## src/rtl/pmc_pkg.sv

```systemverilog
// Purpose: Shared constants and carriers for the port merge configuration.
// Assumes: Four ports in two even/odd pairs, four lanes per port.
// Notes: Port index 0..3 stands for port numbers 0, 1, 6, 7.
package pmc_pkg;
	localparam int PMC_NUM_PORTS = 4;
	localparam int PMC_NUM_PAIRS = 2;
	localparam int PMC_LANES_PER_PORT = 4;
	localparam int PMC_NUM_LANES = 16;
	localparam int PMC_UPSTREAM_IDX = 0;
	localparam logic [4:0] PMC_DEV_NUM [0:3] = '{5'h00, 5'h01, 5'h06, 5'h07};
	localparam logic [5:0] PMC_LINK_WIDTH_X4 = 6'h04;
	localparam logic [5:0] PMC_LINK_WIDTH_X8 = 6'h08;
	localparam logic [1:0] PMC_MERGE_RESET = 2'h0;
	localparam logic [2:0] PMC_MERGED_LANE_OFS = 3'h4;
	localparam logic [31:0] PMC_BLOCKED_RDATA = 32'h0000_0000;

	typedef logic [1:0] pmc_port_idx_t;
	typedef logic [2:0] pmc_lane_idx_t;

	// Sideband outputs a port drives towards its pins
	typedef struct packed {
		logic attn_led;
		logic pwr_led;
		logic pwr_en;
		logic link_up;
		logic link_active;
		logic port_reset;
	} pmc_port_out_t;

	// Sideband inputs a port takes from its pins
	typedef struct packed {
		logic attn_button;
		logic presence;
		logic mrl_sensor;
		logic pwr_fault;
	} pmc_port_in_t;

	typedef struct packed {
		logic valid;
		logic is_write;
		logic [4:0] dev;
	} pmc_cfg_req_t;

	typedef struct packed {
		logic valid;
		logic forward;
		logic unsupported;
		logic [4:0] dev;
	} pmc_cfg_resp_t;

	typedef struct packed {
		logic valid;
		logic is_write;
		pmc_port_idx_t port;
		logic [11:0] addr;
		logic [31:0] wdata;
	} pmc_smb_req_t;
endpackage

```

## src/rtl/pmc_strap_latch.sv

```systemverilog
// Purpose: Catch the pair join straps once after fundamental reset release.
// Assumes: rstn is the fundamental reset; straps are synchronous to clk.
// Notes: After capture the straps are never looked at again.
`timescale 1ns/1ps
`default_nettype none
module pmc_strap_latch
	import pmc_pkg::*;
(
	input wire logic clk,
	input wire logic rstn,
	input wire logic pair_low_join_strap,
	input wire logic pair_high_join_strap,
	output logic [PMC_NUM_PAIRS-1:0] merge,
	output logic locked
);
	typedef enum logic {PMC_ST_CAPTURE, PMC_ST_LOCKED} pmc_latch_state_t;

	pmc_latch_state_t state_reg, state_next;
	logic [PMC_NUM_PAIRS-1:0] merge_reg, merge_next;

	always_comb begin
		state_next = state_reg;
		merge_next = merge_reg;
		unique case (state_reg)
			PMC_ST_CAPTURE: begin
				// First edge after release: the only moment straps count
				merge_next = {pair_high_join_strap, pair_low_join_strap};
				state_next = PMC_ST_LOCKED;
			end
			PMC_ST_LOCKED: begin
				merge_next = merge_reg;
			end
		endcase
	end

	always_ff @(posedge clk or negedge rstn) begin
		if (!rstn) begin
			state_reg <= PMC_ST_CAPTURE;
			merge_reg <= PMC_MERGE_RESET;
		end else begin
			state_reg <= state_next;
			merge_reg <= merge_next;
		end
	end

	assign merge = merge_reg;
	assign locked = (state_reg == PMC_ST_LOCKED);
endmodule // pmc_strap_latch
`default_nettype wire

```

## src/rtl/pmc_lane_map.sv

```systemverilog
// Purpose: Assign each physical lane to an owning port and a logical lane.
// Assumes: Merge settings are stable once locked.
// Notes: Lanes 4*p..4*p+3 belong to port index p when unmerged.
`timescale 1ns/1ps
`default_nettype none
module pmc_lane_map
	import pmc_pkg::*;
(
	input wire logic clk,
	input wire logic rstn,
	input wire logic [PMC_NUM_PAIRS-1:0] merge,
	output pmc_port_idx_t [PMC_NUM_LANES-1:0] lane_owner,
	output pmc_lane_idx_t [PMC_NUM_LANES-1:0] lane_index
);
	pmc_port_idx_t [PMC_NUM_LANES-1:0] owner_reg, owner_next;
	pmc_lane_idx_t [PMC_NUM_LANES-1:0] index_reg, index_next;

	genvar l;
	generate
		for (l = 0; l < PMC_NUM_LANES; l++) begin : g_lane
			localparam pmc_port_idx_t PORT = pmc_port_idx_t'(l / PMC_LANES_PER_PORT);
			localparam pmc_lane_idx_t LOCAL = pmc_lane_idx_t'(l % PMC_LANES_PER_PORT);
			always_comb begin
				owner_next[l] = PORT;
				index_next[l] = LOCAL;
				if (PORT[0] && merge[PORT[1]]) begin
					// Odd port lanes extend the even port as lanes 4..7
					owner_next[l] = {PORT[1], 1'b0};
					index_next[l] = LOCAL + PMC_MERGED_LANE_OFS;
				end
			end
			always_ff @(posedge clk or negedge rstn) begin
				if (!rstn) begin
					owner_reg[l] <= PORT;
					index_reg[l] <= LOCAL;
				end else begin
					owner_reg[l] <= owner_next[l];
					index_reg[l] <= index_next[l];
				end
			end
		end
	endgenerate

	assign lane_owner = owner_reg;
	assign lane_index = index_reg;
endmodule // pmc_lane_map
`default_nettype wire

```

## src/rtl/pmc_port_merge.sv

```systemverilog
// Purpose: Static port merge configuration of a four port, sixteen lane switch.
// Assumes: rstn is the fundamental reset; all inputs synchronous to clk.
// Notes: Port enables and sideband pins stay quiet until the straps are locked.
`timescale 1ns/1ps
`default_nettype none
module pmc_port_merge
	import pmc_pkg::*;
(
	input wire logic clk,
	input wire logic rstn,
	input wire logic pair_low_join_strap,
	input wire logic pair_high_join_strap,
	input wire pmc_port_out_t [PMC_NUM_PORTS-1:0] core_port_out,
	output pmc_port_out_t [PMC_NUM_PORTS-1:0] pin_port_out,
	input wire pmc_port_in_t [PMC_NUM_PORTS-1:0] pin_port_in,
	output pmc_port_in_t [PMC_NUM_PORTS-1:0] core_port_in,
	input wire pmc_cfg_req_t cfg_req,
	output pmc_cfg_resp_t cfg_resp,
	input wire pmc_smb_req_t smb_req,
	output pmc_smb_req_t smb_core_req,
	input wire logic [31:0] smb_core_rdata,
	output logic [31:0] smb_rdata,
	output logic smb_rdata_valid,
	output logic smb_blocked,
	output logic [PMC_NUM_PORTS-1:0] port_enable,
	output logic [PMC_NUM_PORTS-1:0] port_upstream,
	output logic [PMC_NUM_PORTS-1:0][5:0] max_link_width_field,
	output pmc_port_idx_t [PMC_NUM_LANES-1:0] lane_owner,
	output pmc_lane_idx_t [PMC_NUM_LANES-1:0] lane_index,
	output logic [PMC_NUM_PAIRS-1:0] pair_merged,
	output logic config_locked
);
	logic [PMC_NUM_PAIRS-1:0] merge;
	logic locked;

	// True when port index p is the odd half of a joined pair
	function automatic logic port_off(input logic [PMC_NUM_PAIRS-1:0] m,
		input pmc_port_idx_t p);
		port_off = p[0] && m[p[1]];
	endfunction

	// Map a virtual bus device number to a port index; hit is low on no match
	function automatic logic dev_to_port(input logic [4:0] dev,
		output pmc_port_idx_t p);
		dev_to_port = 1'b0;
		p = '0;
		for (int i = 0; i < PMC_NUM_PORTS; i++) begin
			if (dev == PMC_DEV_NUM[i]) begin
				dev_to_port = 1'b1;
				p = pmc_port_idx_t'(i);
			end
		end
	endfunction

	pmc_strap_latch u_strap (
		.clk(clk),
		.rstn(rstn),
		.pair_low_join_strap(pair_low_join_strap),
		.pair_high_join_strap(pair_high_join_strap),
		.merge(merge),
		.locked(locked)
	);

	pmc_lane_map u_lanes (
		.clk(clk),
		.rstn(rstn),
		.merge(merge),
		.lane_owner(lane_owner),
		.lane_index(lane_index)
	);

	// Port configuration state
	logic [PMC_NUM_PORTS-1:0] enable_reg, enable_next;
	logic [PMC_NUM_PORTS-1:0] upstream_reg, upstream_next;
	logic [PMC_NUM_PORTS-1:0][5:0] width_reg, width_next;

	always_comb begin
		for (int p = 0; p < PMC_NUM_PORTS; p++) begin
			upstream_next[p] = (p == PMC_UPSTREAM_IDX);
			enable_next[p] = locked && !port_off(merge, pmc_port_idx_t'(p));
			width_next[p] = PMC_LINK_WIDTH_X4;
			// Even port of a joined pair survives with eight lanes
			if (p % 2 == 0 && merge[p / 2])
				width_next[p] = PMC_LINK_WIDTH_X8;
		end
	end

	always_ff @(posedge clk or negedge rstn) begin
		if (!rstn) begin
			enable_reg <= '0;
			upstream_reg <= '0;
			width_reg <= {PMC_NUM_PORTS{PMC_LINK_WIDTH_X4}};
		end else begin
			enable_reg <= enable_next;
			upstream_reg <= upstream_next;
			width_reg <= width_next;
		end
	end

	// Sideband gating; registered so pins never glitch from the core
	pmc_port_out_t [PMC_NUM_PORTS-1:0] pout_reg, pout_next;
	pmc_port_in_t [PMC_NUM_PORTS-1:0] pin_reg, pin_next;

	always_comb begin
		for (int p = 0; p < PMC_NUM_PORTS; p++) begin
			pout_next[p] = enable_next[p] ? core_port_out[p] : '0;
			pin_next[p] = enable_next[p] ? pin_port_in[p] : '0;
		end
	end

	always_ff @(posedge clk or negedge rstn) begin
		if (!rstn) begin
			pout_reg <= '0;
			pin_reg <= '0;
		end else begin
			pout_reg <= pout_next;
			pin_reg <= pin_next;
		end
	end

	// Configuration filter at the upstream port
	pmc_cfg_resp_t cfg_reg, cfg_next;

	always_comb begin
		pmc_port_idx_t tgt;
		logic hit;
		tgt = '0;
		hit = dev_to_port(cfg_req.dev, tgt);
		cfg_next = '0;
		cfg_next.valid = cfg_req.valid;
		cfg_next.dev = cfg_req.dev;
		if (cfg_req.valid) begin
			// A missing device answers as if it never existed
			if (hit && port_off(merge, tgt))
				cfg_next.unsupported = 1'b1;
			else
				cfg_next.forward = 1'b1;
		end
	end

	always_ff @(posedge clk or negedge rstn) begin
		if (!rstn)
			cfg_reg <= '0;
		else
			cfg_reg <= cfg_next;
	end

	// SMBus register access filter
	pmc_smb_req_t smb_reg, smb_next;
	logic rd_pend_reg, rd_pend_next;
	logic blk_reg, blk_next;
	logic [31:0] rdata_reg, rdata_next;
	logic rvalid_reg, rvalid_next;

	always_comb begin
		logic off;
		off = port_off(merge, smb_req.port);
		smb_next = smb_req;
		// Dropped writes never reach the register file
		smb_next.valid = smb_req.valid && !off;
		rd_pend_next = smb_req.valid && !smb_req.is_write;
		blk_next = smb_req.valid && off;
		rvalid_next = rd_pend_reg;
		rdata_next = rdata_reg;
		if (rd_pend_reg)
			rdata_next = blk_reg ? PMC_BLOCKED_RDATA : smb_core_rdata;
	end

	always_ff @(posedge clk or negedge rstn) begin
		if (!rstn) begin
			smb_reg <= '0;
			rd_pend_reg <= 1'b0;
			blk_reg <= 1'b0;
			rdata_reg <= '0;
			rvalid_reg <= 1'b0;
		end else begin
			smb_reg <= smb_next;
			rd_pend_reg <= rd_pend_next;
			blk_reg <= blk_next;
			rdata_reg <= rdata_next;
			rvalid_reg <= rvalid_next;
		end
	end

	assign pin_port_out = pout_reg;
	assign core_port_in = pin_reg;
	assign cfg_resp = cfg_reg;
	assign smb_core_req = smb_reg;
	assign smb_rdata = rdata_reg;
	assign smb_rdata_valid = rvalid_reg;
	assign smb_blocked = blk_reg;
	assign port_enable = enable_reg;
	assign port_upstream = upstream_reg;
	assign max_link_width_field = width_reg;
	assign pair_merged = merge;
	assign config_locked = locked;
endmodule // pmc_port_merge
`default_nettype wire

```

## config.mk

```make
export PLATFORM = sky130hd
export DESIGN_NAME = pmc_port_merge
export DESIGN_NICKNAME = d
export VERILOG_FILES = /design/src/rtl/pmc_pkg.sv /design/src/rtl/pmc_strap_latch.sv /design/src/rtl/pmc_lane_map.sv /design/src/rtl/pmc_port_merge.sv
export SDC_FILE = /design/constraint.sdc
export NUM_CORES = 1
export LEC_CHECK = 0
export ABC_AREA = 1
export BUFFER_PORTS_ARGS = -buffer_cell sky130_fd_sc_hd__buf_2
export CAP_MARGIN = 25
export CORE_AREA = 2 2 144 146
export DETAILED_ROUTE_END_ITERATION = 6
export DIE_AREA = 0 0 146 148
export GPL_ROUTABILITY_DRIVEN = 0
export MAX_ROUTING_LAYER = met4
export PLACE_DENSITY = 0.61
export SLEW_MARGIN = 20
export SYNTH_ARGS = -nofsm -noshare
export SYNTH_HDL_FRONTEND = slang
export SYNTH_SLANG_ARGS = --single-unit
export TNS_END_PERCENT = 10
```

## constraint.sdc

```tcl
create_clock -name clk -period 2.9 [get_ports clk]
set_input_delay 0.435 -clock clk [delete_from_list [all_inputs] [get_ports clk]]
set_output_delay 0.435 -clock clk [all_outputs]
set_load 0.02 [all_outputs]
```

==> qor.csv, run 1 <==
stage,metric,value,unit
global_routing,antenna_found_initial,5,
floorplanning,start_util,26.3,%
clock_network,cts_root_buf,clkbuf_16,
placement,hpwl,10.3,mm
yosys,seq_area_frac_synth,67.0,%
status,failed_stage,5_2_route,
yosys,syn-cell-area,5270,um^2
yosys,postSynthCellCount,468,
clock_network,ctsResizeCount,0,
floorplanning,die-width,146,um
status,status,aborted with a tool error,
yosys,ys_ff_latch,141,
global_routing,grt.total_usage,12.9,%
global_routing,grt_pass1_vias,3591,
clock_network,clock_sinks,141,
yosys,synth.largest_area_cell,dfrtp_1,
floorplanning,rows,52,
floorplanning,num_io_pins,376,
global_routing,grt_pass1_wl,20.4,mm
global_routing,grt_max_degree,68,
status,stop_error,[ERROR DRT-0255] Maze Route cannot find path of net clk in worker of routeBox ( 96600 96600 ) ( 146000 148000 ).,
clock_network,clock_path_buffers,2,
yosys,synth_area_per_cell,11.3,um^2
clock_network,numCtsBuffers,17,
yosys,synth_top_area_share,66.0,%
placement,io_buffer_count,287,
yosys,synthTopCellsByArea,"dfrtp_1 66%, buf_4 15%, inv_1 5.8%, nand3_1 3.1%, o21ai_0 3.0%",
floorplanning,die_h,148,um
yosys,ys_warn_count,0,
clock_network,htreeDepth,4,
yosys,synth.lib_cells_used.distinct,16,
global_routing,overflow,0,
cells in the mapped netlist (all sizes together):
library cell and count:
dfrtp 139, inv 84, conb 2, nor2 30
o21ai 32, dfstp 2, o211ai 1, clkbuf 3
and2 1, nand3 33, nand2 27, buf 114
cells by family after synthesis:
group / count (synthesis) / synth area share (%)
other cells: 2 / 0.142
buf+inv: 201 / 22.1
flops: 141 / 67.0
compound gates: 33 / 3.18
simple gates: 91 / 7.60
repair_timing:
action | CTS | global route
hold endpoints to repair | 50 | 0
hold buffers | 1 | 0
setup buffers | 0 | 0
per-stage QoR:
stage	cells	util [%]	worst slack [ns]	hold slack (ns)	instance area, um^2
after detailed placement	998	32.8	1.48	0.419	6570
after global placement	998	32.8	1.48	0.420	6570
after floorplan	554	-	1.71	0.139	5590
after CTS	1031	35.9	1.09	0.0908	7200
after global routing	1036	36.0	1.04	0.0804	7210
metal layers:
metal and track usage [%]:
met1 15.1, met2 20.1, met3 5.28, met4 4.32, met5 -
==> inputs of run 2 (changes only) <==
--- a/config.mk
+++ b/config.mk
@@ -8,12 +8,11 @@
 export ABC_AREA = 1
 export BUFFER_PORTS_ARGS = -buffer_cell sky130_fd_sc_hd__buf_2
 export CAP_MARGIN = 25
-export CORE_AREA = 2 2 144 146
+export CORE_MARGIN = 1
+export CORE_UTILIZATION = 20
 export DETAILED_ROUTE_END_ITERATION = 6
-export DIE_AREA = 0 0 146 148
 export GPL_ROUTABILITY_DRIVEN = 0
-export MAX_ROUTING_LAYER = met4
-export PLACE_DENSITY = 0.61
+export PLACE_DENSITY_LB_ADDON = 0.15
 export SLEW_MARGIN = 20
 export SYNTH_ARGS = -nofsm -noshare
 export SYNTH_HDL_FRONTEND = slang
==> qor.csv, run 2 <==
stage,metric,value,unit
worst_setup_path,critPathKind,reg2out,
final_layout,final_nets,880,
floorplanning,core,26000,um^2
timing,hold_viol_final,0,
placement,place_ws,1.56,ns
detailed_routing,ant_nets,0,
final_layout,diodes,0,
timing,fin_skew,0.0185,ns
detailed_routing,dr.pass1.iters,7,
floorplanning,num_io_pins,376,
floorplanning,start_util,20.3,%
global_routing,grt_pass1_vias,3374,
final_layout,final_common_cell,buf_2,
timing,finalSetupTns,0,ns
final_layout,largest_register_ffs,48,
worst_setup_path,cpLargestDelayFamily,flip-flops,
placement,placed_cells,1064,
global_routing,antenna_found_initial,0,
global_routing,grt_pass1_wl,19.7,mm
detailed_routing,avgViaCountPerCell,3.32,
timing,setup_ws,1.19,ns
flow_run,maxCapViolCount,0,
clock_network,htreeDepth,4,
clock_network,insertion_delay,0.42,ns
detailed_routing,via_count,3642,
worst_setup_path,r2r_slack,1.72,ns
timing,min_period_over_period,59.0,%
global_routing,overflow,0,
yosys,synth_area_per_cell,11.3,um^2
worst_setup_path,crit_path_start,port_upstream[0],
worst_setup_path,critPathBufInv,1,
hold_path,hp-start,smb_req[9],
worst_setup_path,worstPathRequired,2.47,ns
worst_setup_path,rr_startpoint,port_upstream[0],
yosys,synth_common_cells,"139 x dfrtp_1, 106 x buf_4, 81 x inv_1, 33 x nand3_1, 32 x o21ai_0",
worst_setup_path,cp_cell_sequence,buf_2,
clock_network,clock_sinks,141,
worst_setup_path,reg2reg_to,core_port_in[7],
timing,period_needed,1.71,ns
yosys,synthTopCellsByArea,"dfrtp_1 66%, buf_4 15%, inv_1 5.8%, nand3_1 3.1%, o21ai_0 3.0%",
worst_setup_path,critPathMaxFanout,13,
final_layout,finalNonFillerCells,1097,
floorplanning,die_h,164,um
yosys,ys_warn_count,0,
yosys,synth_top_area_share,66.0,%
clock_network,ctsResizeCount,0,
final_layout,layout-drive-gt1-share,43.4,%
hold_path,holdPathEnd,smb_core_req[9],
detailed_routing,drt_wl_total,13.5,mm
yosys,synth.largest_area_cell,dfrtp_1,
detailed_routing,drtIter0Drc,125,
worst_setup_path,r2r_cells,4,
floorplanning,dieArea,27000,um^2
power_and_ir_drop,power.static_leakage,4.20,nW
power_and_ir_drop,p_per_area,711,nW/um^2
clock_network,numCtsBuffers,17,
power_and_ir_drop,peakVddDrop,0.000292,V
floorplanning,die-width,164,um
yosys,seq_area_frac_synth,67.0,%
timing,hold_slack,0.114,ns
final_layout,final_core_util,28.0,%
clock_network,post_cts_buffers,0,
floorplanning,rows,59,
timing,final_max_slew_viol_count,0,
final_layout,area_growth,38.2,%
timing,setup_viol,0,
timing,worst_pin_slew,0.571,ns
yosys,ys_ff_latch,141,
yosys,syn-cell-area,5270,um^2
worst_setup_path,end_kind,primary output,
yosys,post-synth-top-count-cell,dfrtp_1,
worst_setup_path,cp_slowest_stage_delay,0.62,ns
clock_network,cts_tree,yes,
clock_network,clkTransAtPathRegs,0.08,ns
placement,hpwl,9.91,mm
timing,rsz0062_at_grt,no,
worst_setup_path,crit_slowest_cell,dfrtp_1,
global_routing,grt_max_degree,69,
detailed_routing,wire_per_inst,12.3,um
timing,fmax,0.585,GHz
clock_network,cts_hold_buf,1,
yosys,synth_edf_count,0,
yosys,ys_async_sr_fraction,100,%
placement,io_buffer_count,287,
global_routing,grt.total_usage,9.99,%
yosys,postSynthCellCount,468,
detailed_routing,route.detailed.drc,0,
yosys,ys.flop_type,dfrtp_1,
hold_path,whs_path_depth,1,
hold_path,hold_class,in2reg,
yosys,synth.lib_cells_used.distinct,16,
status,status,"complete, no violations",
worst_setup_path,startpoint_type,register,
final_layout,final_cell_mix,"286 x buf_2, 139 x dfrtp_1, 88 x conb_1",
clock_network,clock_path_buffers,2,
timing,slew_headroom,62.0,%
worst_setup_path,crit_arrival,1.27,ns
clock_network,cts_root_buf,clkbuf_16,
## run 2: kinds of logic (layout without fill, tap and decap cells)
family	after synthesis	after routing	share of synthesized area, %
AO/OA/AOI/OAI	33	33	3.18
buffers and inverters	201	409	22.1
flip-flops	141	141	67.0
other	2	88	0.142
AND/OR/NAND/NOR	91	91	7.60
## run 2: area by class of cell
cell class	instances	area (um^2)
inverters	84	315
flip-flops and latches	141	3530
repair buffers	293	1500
multi-input cells	212	898
clock inverters	15	194
clock buffers	17	425
well taps	335	419
fillers	2790	18700
## run 2: routing by layer
metal  vias to the layer above  track usage [%]  part of all wire, %
met2                       219             16.4                   48
met5                         -                0                    0
met1                      1654             11.6                   40
met4                         0             4.04                  1.1
met3                         7             3.89                   10
li1                       1762                -                    -
## run 2: worst max path at each step
stage,to,slack (ns),depth (start not counted)
2_1_floorplan,lane_owner[10],1.71,1
3_3_place_gp,port_upstream[0],1.56,1
3_5_place_dp,port_upstream[0],1.56,1
4_1_cts,port_upstream[0],1.09,1
5_1_grt,port_upstream[0],1.07,1
6_report,port_upstream[0],1.19,1
## run 2: metrics by stage
step / area, um^2 / power (mW)
after floorplan: 5590 / 2.74
after global placement: 6660 / 2.96
after detailed placement: 6660 / 2.96
after CTS: 7290 / 5.32
after global routing: 7290 / 5.47
final: 7290 / 5.18
## run 2: power by group
group	internal (mW)	leakage, nW	switching [mW]
clock network	1.25	0.299	1.02
logic	0.218	2.16	0.523
registers	2.11	1.74	0.0604
total	3.57	4.20	1.61
No activity file was read; power rests on OpenSTA's default activity.
==> inputs of run 3 (changes only) <==
--- a/config.mk
+++ b/config.mk
@@ -5,7 +5,7 @@
 export SDC_FILE = /design/constraint.sdc
 export NUM_CORES = 1
 export LEC_CHECK = 0
-export ABC_AREA = 1
+export ABC_AREA = 0
 export BUFFER_PORTS_ARGS = -buffer_cell sky130_fd_sc_hd__buf_2
 export CAP_MARGIN = 25
 export CORE_MARGIN = 1
==> constraint.sdc (replaced) <==
create_clock -name clk -period 1.45 [get_ports clk]
set_input_delay 0.2175 -clock clk [delete_from_list [all_inputs] [get_ports clk]]
set_output_delay 0.2175 -clock clk [all_outputs]
set_load 0.02 [all_outputs]
==> qor.csv, run 3 <==
stage,metric,value,unit
status,status,"complete, no violations",
timing,period_needed,1.41,ns
floorplanning,num_io_pins,376,
power_and_ir_drop,p_per_area,1250,nW/um^2
detailed_routing,wire_per_inst,12.2,um
detailed_routing,ant_nets,0,
yosys,synth.largest_area_cell,dfrtp_1,
yosys,ys_ff_latch,141,
clock_network,cts_root_buf,clkbuf_16,
worst_setup_path,worstPathRequired,1.23,ns
yosys,synth.lib_cells_used.distinct,24,
detailed_routing,drt_wl_total,13.9,mm
detailed_routing,met3_length,1.29,mm
yosys,ys.flop_type,dfrtp_1,
floorplanning,dieArea,27000,um^2
clock_network,htreeDepth,4,
final_layout,final_cell_mix,"284 x buf_2, 138 x dfrtp_1, 90 x dlygate4sd3_1",
timing,rsz0062_at_grt,yes,
worst_setup_path,r2r_cells,2,
global_routing,antenna_found_initial,1,
detailed_routing,avgViaCountPerCell,3.43,
worst_setup_path,cp_slowest_stage_delay,0.59,ns
final_layout,area_growth,56.7,%
floorplanning,die_h,164,um
timing,slew_headroom,59.9,%
worst_setup_path,startpoint_type,register,
timing,setup_viol,0,
worst_setup_path,critPathKind,reg2out,
yosys,post-synth-top-count-cell,dfrtp_1,
yosys,syn-cell-area,5270,um^2
clock_network,clkTransAtPathRegs,0.06,ns
placement,hpwl,9.82,mm
detailed_routing,dr.pass1.iters,4,
final_layout,largest_register_ffs,48,
detailed_routing,met1_length,5.33,mm
timing,worst_pin_slew,0.600,ns
detailed_routing,top_layer_used,met5,
floorplanning,core,26000,um^2
timing,hold_slack,0.0148,ns
final_layout,final_nets,922,
yosys,postSynthCellCount,416,
detailed_routing,via_count,3904,
yosys,ys_async_sr_fraction,100,%
detailed_routing,drtIter0Drc,175,
clock_network,cts_tree,yes,
yosys,synth_area_per_cell,12.7,um^2
clock_network,numCtsBuffers,17,
yosys,synth_top_area_share,66.0,%
worst_setup_path,rr_startpoint,port_upstream[0],
hold_path,hold_class,in2reg,
worst_setup_path,crit_arrival,1.19,ns
final_layout,layout-drive-gt1-share,42.2,%
floorplanning,die-width,164,um
worst_setup_path,critical_path_cell_count,1,
timing,hold_viol_final,0,
global_routing,grt.total_usage,10.5,%
detailed_routing,wl_met2,7.10,mm
worst_setup_path,r2r_slack,0.25,ns
final_layout,fillCellCount,2691,
worst_setup_path,critPathCapture,max_link_width_field[14],
timing,fin_skew,0.0133,ns
global_routing,grt_pass1_wl,20.9,mm
worst_setup_path,critPathMaxFanout,5,
yosys,synthTopCellsByArea,"dfrtp_1 66%, buf_4 15%, and2_1 4.7%, nand3b_1 4.1%, o21ai_0 3.0%",
worst_setup_path,cp_cell_sequence,buf_2,
flow_run,maxCapViolCount,0,
floorplanning,start_util,20.3,%
yosys,synth_common_cells,"139 x dfrtp_1, 105 x buf_4, 40 x and2_1, 33 x inv_1, 32 x o21ai_0",
final_layout,finalNonFillerCells,1139,
timing,final_max_slew_viol_count,0,
floorplanning,rows,59,
worst_setup_path,reg2reg_to,pin_port_out[22],
timing,finalSetupTns,0,ns
final_layout,diodes,0,
power_and_ir_drop,peakVddDrop,0.000638,V
clock_network,insertion_delay,0.42,ns
power_and_ir_drop,power.static_leakage,4.33,nW
yosys,ys_warn_count,0,
timing,fmax,0.711,GHz
final_layout,seq_area,3530,um^2
global_routing,grt_max_degree,37,
worst_setup_path,crit_slowest_cell,dfstp_2,
yosys,synth_edf_count,0,
clock_network,clock_path_buffers,2,
worst_setup_path,critPathBufInv,1,
global_routing,overflow,0,
placement,io_buffer_count,287,
worst_setup_path,crit_path_start,max_link_width_field[14],
detailed_routing,route.detailed.drc,0,
global_routing,grt_pass1_vias,3899,
timing,min_period_over_period,97.0,%
final_layout,final_common_cell,buf_2,
placement,placed_cells,1017,
yosys,seq_area_frac_synth,67.0,%
final_layout,multi_input_area,1080,um^2
clock_network,clock_sinks,141,
worst_setup_path,cpLargestDelayFamily,flip-flops,
worst_setup_path,end_kind,primary output,
[run 3: cell count changes after synthesis, moves of 2 or more]
cell,delta
and2_1,+39
mux2_2,+2
nand3_1,-32
nor2_1,-27
nor2_4,-2
nand2_1,-22
nand3b_1,+29
clkbuf_1,+5
inv_2,-2
nor2b_1,+3
inv_1,-48
[run 3: worst min-delay path by stage]
stage                             to  depth (start not counted)             from
floorplan                cfg_resp[0]                          0             rstn
global placement     smb_core_req[7]                          1             rstn
detailed placement   smb_core_req[7]                          1             rstn
CTS                  core_port_in[8]                          2   pin_port_in[8]
global route         core_port_in[3]                          2   pin_port_in[3]
finish              core_port_in[15]                          2  pin_port_in[15]
[run 3: cells by family (layout without fill, tap and decap cells)]
logic type	count (synthesis)	after routing	synth area share, %
multiplexers	2	2	0.427
buffers and inverters	153	455	18.6
other	2	88	0.143
flip-flops	141	141	67.0
AO/OA/AOI/OAI	36	36	3.58
AND/OR/NAND/NOR	82	82	10.3
[run 3: what timing repair did]
item / 4_1_cts / 5_1_grt
endpoints found under the hold margin: 116 / 0
setup buffers: 0 / 0
gates resized for setup: 1 / 4
endpoints found under the setup margin: 2 / 7
hold buffers: 90 / 0
[run 3: area by class of cell]
class | count | area share, %
flip-flops and latches | 141 | 42.8
multi-input cells | 208 | 13.1
repair buffers | 389 | 30.6
well taps | 335 | 5.08
clock buffers | 17 | 5.15
inverters | 34 | 1.55
clock inverters | 15 | 1.74
[run 3: routing by layer]
metal / GRT usage [%] / vias to the layer above
li1: - / 1848
met1: 11.2 / 1822
met2: 18.4 / 215
met3: 4.24 / 17
met4: 3.75 / 2
met5: 0 / -
[run 3: report_power, final]
group          total (mW)  leakage, nW  switching [mW]  internal, mW
combinational        1.75         2.32            1.09         0.660
sequential           4.34         1.73           0.117          4.22
clock                4.22        0.280            1.94          2.28
[run 3: through the flow]
stage	utilization (%)	total power [mW]	setup WS (ns)	instance area, um^2
detailed placement	26.1	5.99	0.258	6770
global placement	26.1	5.99	0.273	6770
CTS	31.7	10.6	0.0160	8240
global route	31.8	10.9	-0.00458	8260
floorplan	-	5.50	0.306	5590
finish	31.8	10.3	0.0437	8260
==> inputs of run 4 (changes only) <==
--- a/config.mk
+++ b/config.mk
@@ -8,11 +8,12 @@
 export ABC_AREA = 0
 export BUFFER_PORTS_ARGS = -buffer_cell sky130_fd_sc_hd__buf_2
 export CAP_MARGIN = 25
-export CORE_MARGIN = 1
-export CORE_UTILIZATION = 20
+export CORE_AREA = 2 2 144 146
 export DETAILED_ROUTE_END_ITERATION = 6
+export DIE_AREA = 0 0 146 148
 export GPL_ROUTABILITY_DRIVEN = 0
 export PLACE_DENSITY_LB_ADDON = 0.15
+export RECOVER_POWER = 25
 export SLEW_MARGIN = 20
 export SYNTH_ARGS = -nofsm -noshare
 export SYNTH_HDL_FRONTEND = slang
==> qor.csv, run 4 (same netlist as run 3, synthesis figures left out) <==
stage,metric,value,unit
final_layout,final_nets,912,
worst_setup_path,crit_arrival,1.18,ns
worst_setup_path,r2r_slack,0.15,ns
final_layout,final_cell_mix,"277 x buf_2, 138 x dfrtp_1, 88 x conb_1",
worst_setup_path,r2r_cells,2,
global_routing,grt_pass1_wl,22.1,mm
worst_setup_path,cp_slowest_stage_delay,0.58,ns
worst_setup_path,critPathKind,reg2out,
detailed_routing,drtIter0Drc,71,
global_routing,grt.total_usage,13.2,%
flow_run,maxCapViolCount,0,
worst_setup_path,cp_cell_sequence,buf_2,
clock_network,post_cts_buffers,0,
power_and_ir_drop,peakVddDrop,0.000736,V
worst_setup_path,critical_path_cell_count,1,
final_layout,fillCellCount,2023,
worst_setup_path,critPathMaxFanout,5,
worst_setup_path,end_kind,primary output,
floorplanning,rows,52,
global_routing,antenna_found_initial,3,
worst_setup_path,startpoint_type,register,
status,status,"complete, no violations",
global_routing,grt_pass1_vias,4125,
clock_network,clock_path_buffers,2,
hold_path,whs_path_depth,2,
final_layout,area_growth,52.8,%
final_layout,final_common_cell,buf_2,
worst_setup_path,crit_slowest_cell,dfstp_2,
timing,finalSetupTns,0,ns
timing,hold_viol_final,0,
hold_path,hold_class,in2reg,
timing,period_needed,1.39,ns
global_routing,overflow,0,
final_layout,multi_input_area,1080,um^2
timing,rsz0062_at_grt,yes,
worst_setup_path,critPathBufInv,1,
worst_setup_path,worstPathRequired,1.23,ns
detailed_routing,dr.pass1.iters,4,
floorplanning,dieArea,21600,um^2
detailed_routing,wire_per_inst,13.5,um
detailed_routing,avgViaCountPerCell,3.71,
placement,io_buffer_count,287,
detailed_routing,via_count,3948,
detailed_routing,drt_wl_total,14.4,mm
global_routing,grt_max_degree,45,
timing,final_max_slew_viol_count,0,
placement,hpwl,10.7,mm
timing,slew_headroom,34.0,%
final_layout,stdcell_area,8050,um^2
clock_network,htreeDepth,4,
timing,worst_pin_slew,0.990,ns
final_layout,layout-drive-gt1-share,41.2,%
final_layout,seq_area,3530,um^2
floorplanning,die-width,146,um
final_layout,largest_register_ffs,48,
timing,min_period_over_period,96.1,%
floorplanning,core,20000,um^2
clock_network,insertion_delay,0.41,ns
floorplanning,die_h,148,um
timing,fin_skew,0.00734,ns
timing,setup_viol,0,
worst_setup_path,cpLargestDelayFamily,flip-flops,
clock_network,cts_tree,yes,
detailed_routing,ant_nets,0,
clock_network,numCtsBuffers,17,
placement,place_area,6660,um^2
clock_network,clkTransAtPathRegs,0.07,ns
clock_network,cts_root_buf,clkbuf_16,
floorplanning,start_util,26.3,%
timing,fmax,0.718,GHz
power_and_ir_drop,p_per_area,1300,nW/um^2
detailed_routing,route.detailed.drc,0,
power_and_ir_drop,power.static_leakage,4.26,nW
floorplanning,num_io_pins,376,
clock_network,clock_sinks,141,
run 4: cell types whose count changed in the layout (fill, tap and decap cells not counted), moves of 2 or more:
cell and delta:
clkbuf_1 +11, buf_2 -7, dlygate4sd3_1 -10, buf_4 -3, bufinv_16 +2, buf_12 -3, inv_8 -2
run 4: path summary, 6_finish.rpt:
check,start,endpoint
setup / recovery,max_link_width_field[2],lane_owner[10]
hold / removal,pin_port_in[15],core_port_in[15]
setup reg to reg,rd_pend_reg,smb_rdata[14]
hold reg to reg,port_upstream[0],port_enable[2]
max in group asynchronous,rstn,smb_core_req[22]
min in group asynchronous,rstn,smb_rdata[1]
run 4: metal layers:
layer	global-route usage (%)	wire length, um	share of wire (%)	up-vias
met5	0	34	0.24	-
li1	-	-	-	1835
met3	4.91	1270	8.8	19
met2	22.6	7340	51	203
met1	15.3	5560	39	1887
met4	4.71	204	1.4	4
run 4: what timing repair did:
action / in CTS / in global routing
hold endpoints to repair: 106 / 0
endpoints found under the setup margin: 3 / 7
hold buffers: 80 / 0
resized for setup: 2 / 2
run 4: layout make-up:
type | instances | area share (%)
sequential | 141 | 43.9
antenna | 1 | 0.0311
clock buffer | 17 | 5.28
timing repair buffer | 379 | 29.4
tap | 270 | 4.20
multi-input combinational | 208 | 13.5
clock inverter | 15 | 2.16
inverter | 34 | 1.58
run 4: metrics by stage:
step | worst slack, ns | utilization, % | instances | total power, mW | hold WS [ns]
floorplan | 0.306 | - | 502 | 5.50 | -0.0781
global placement | 0.355 | 33.2 | 952 | 5.97 | 0.147
detailed placement | 0.302 | 33.2 | 952 | 5.99 | 0.151
CTS | -0.00342 | 40.3 | 1064 | 10.7 | 0.0000878
global route | -0.00408 | 40.2 | 1065 | 11.0 | 0.00698
finish | 0.0572 | 40.2 | 1065 | 10.5 | 0.0177
run 4: power by group:
group | switching, mW | leakage [nW] | internal [mW] | total, mW
logic | 1.09 | 2.23 | 0.624 | 1.72
clock network | 1.83 | 0.294 | 2.60 | 4.43
registers | 0.126 | 1.74 | 4.22 | 4.35
total | 3.05 | 4.26 | 7.44 | 10.5
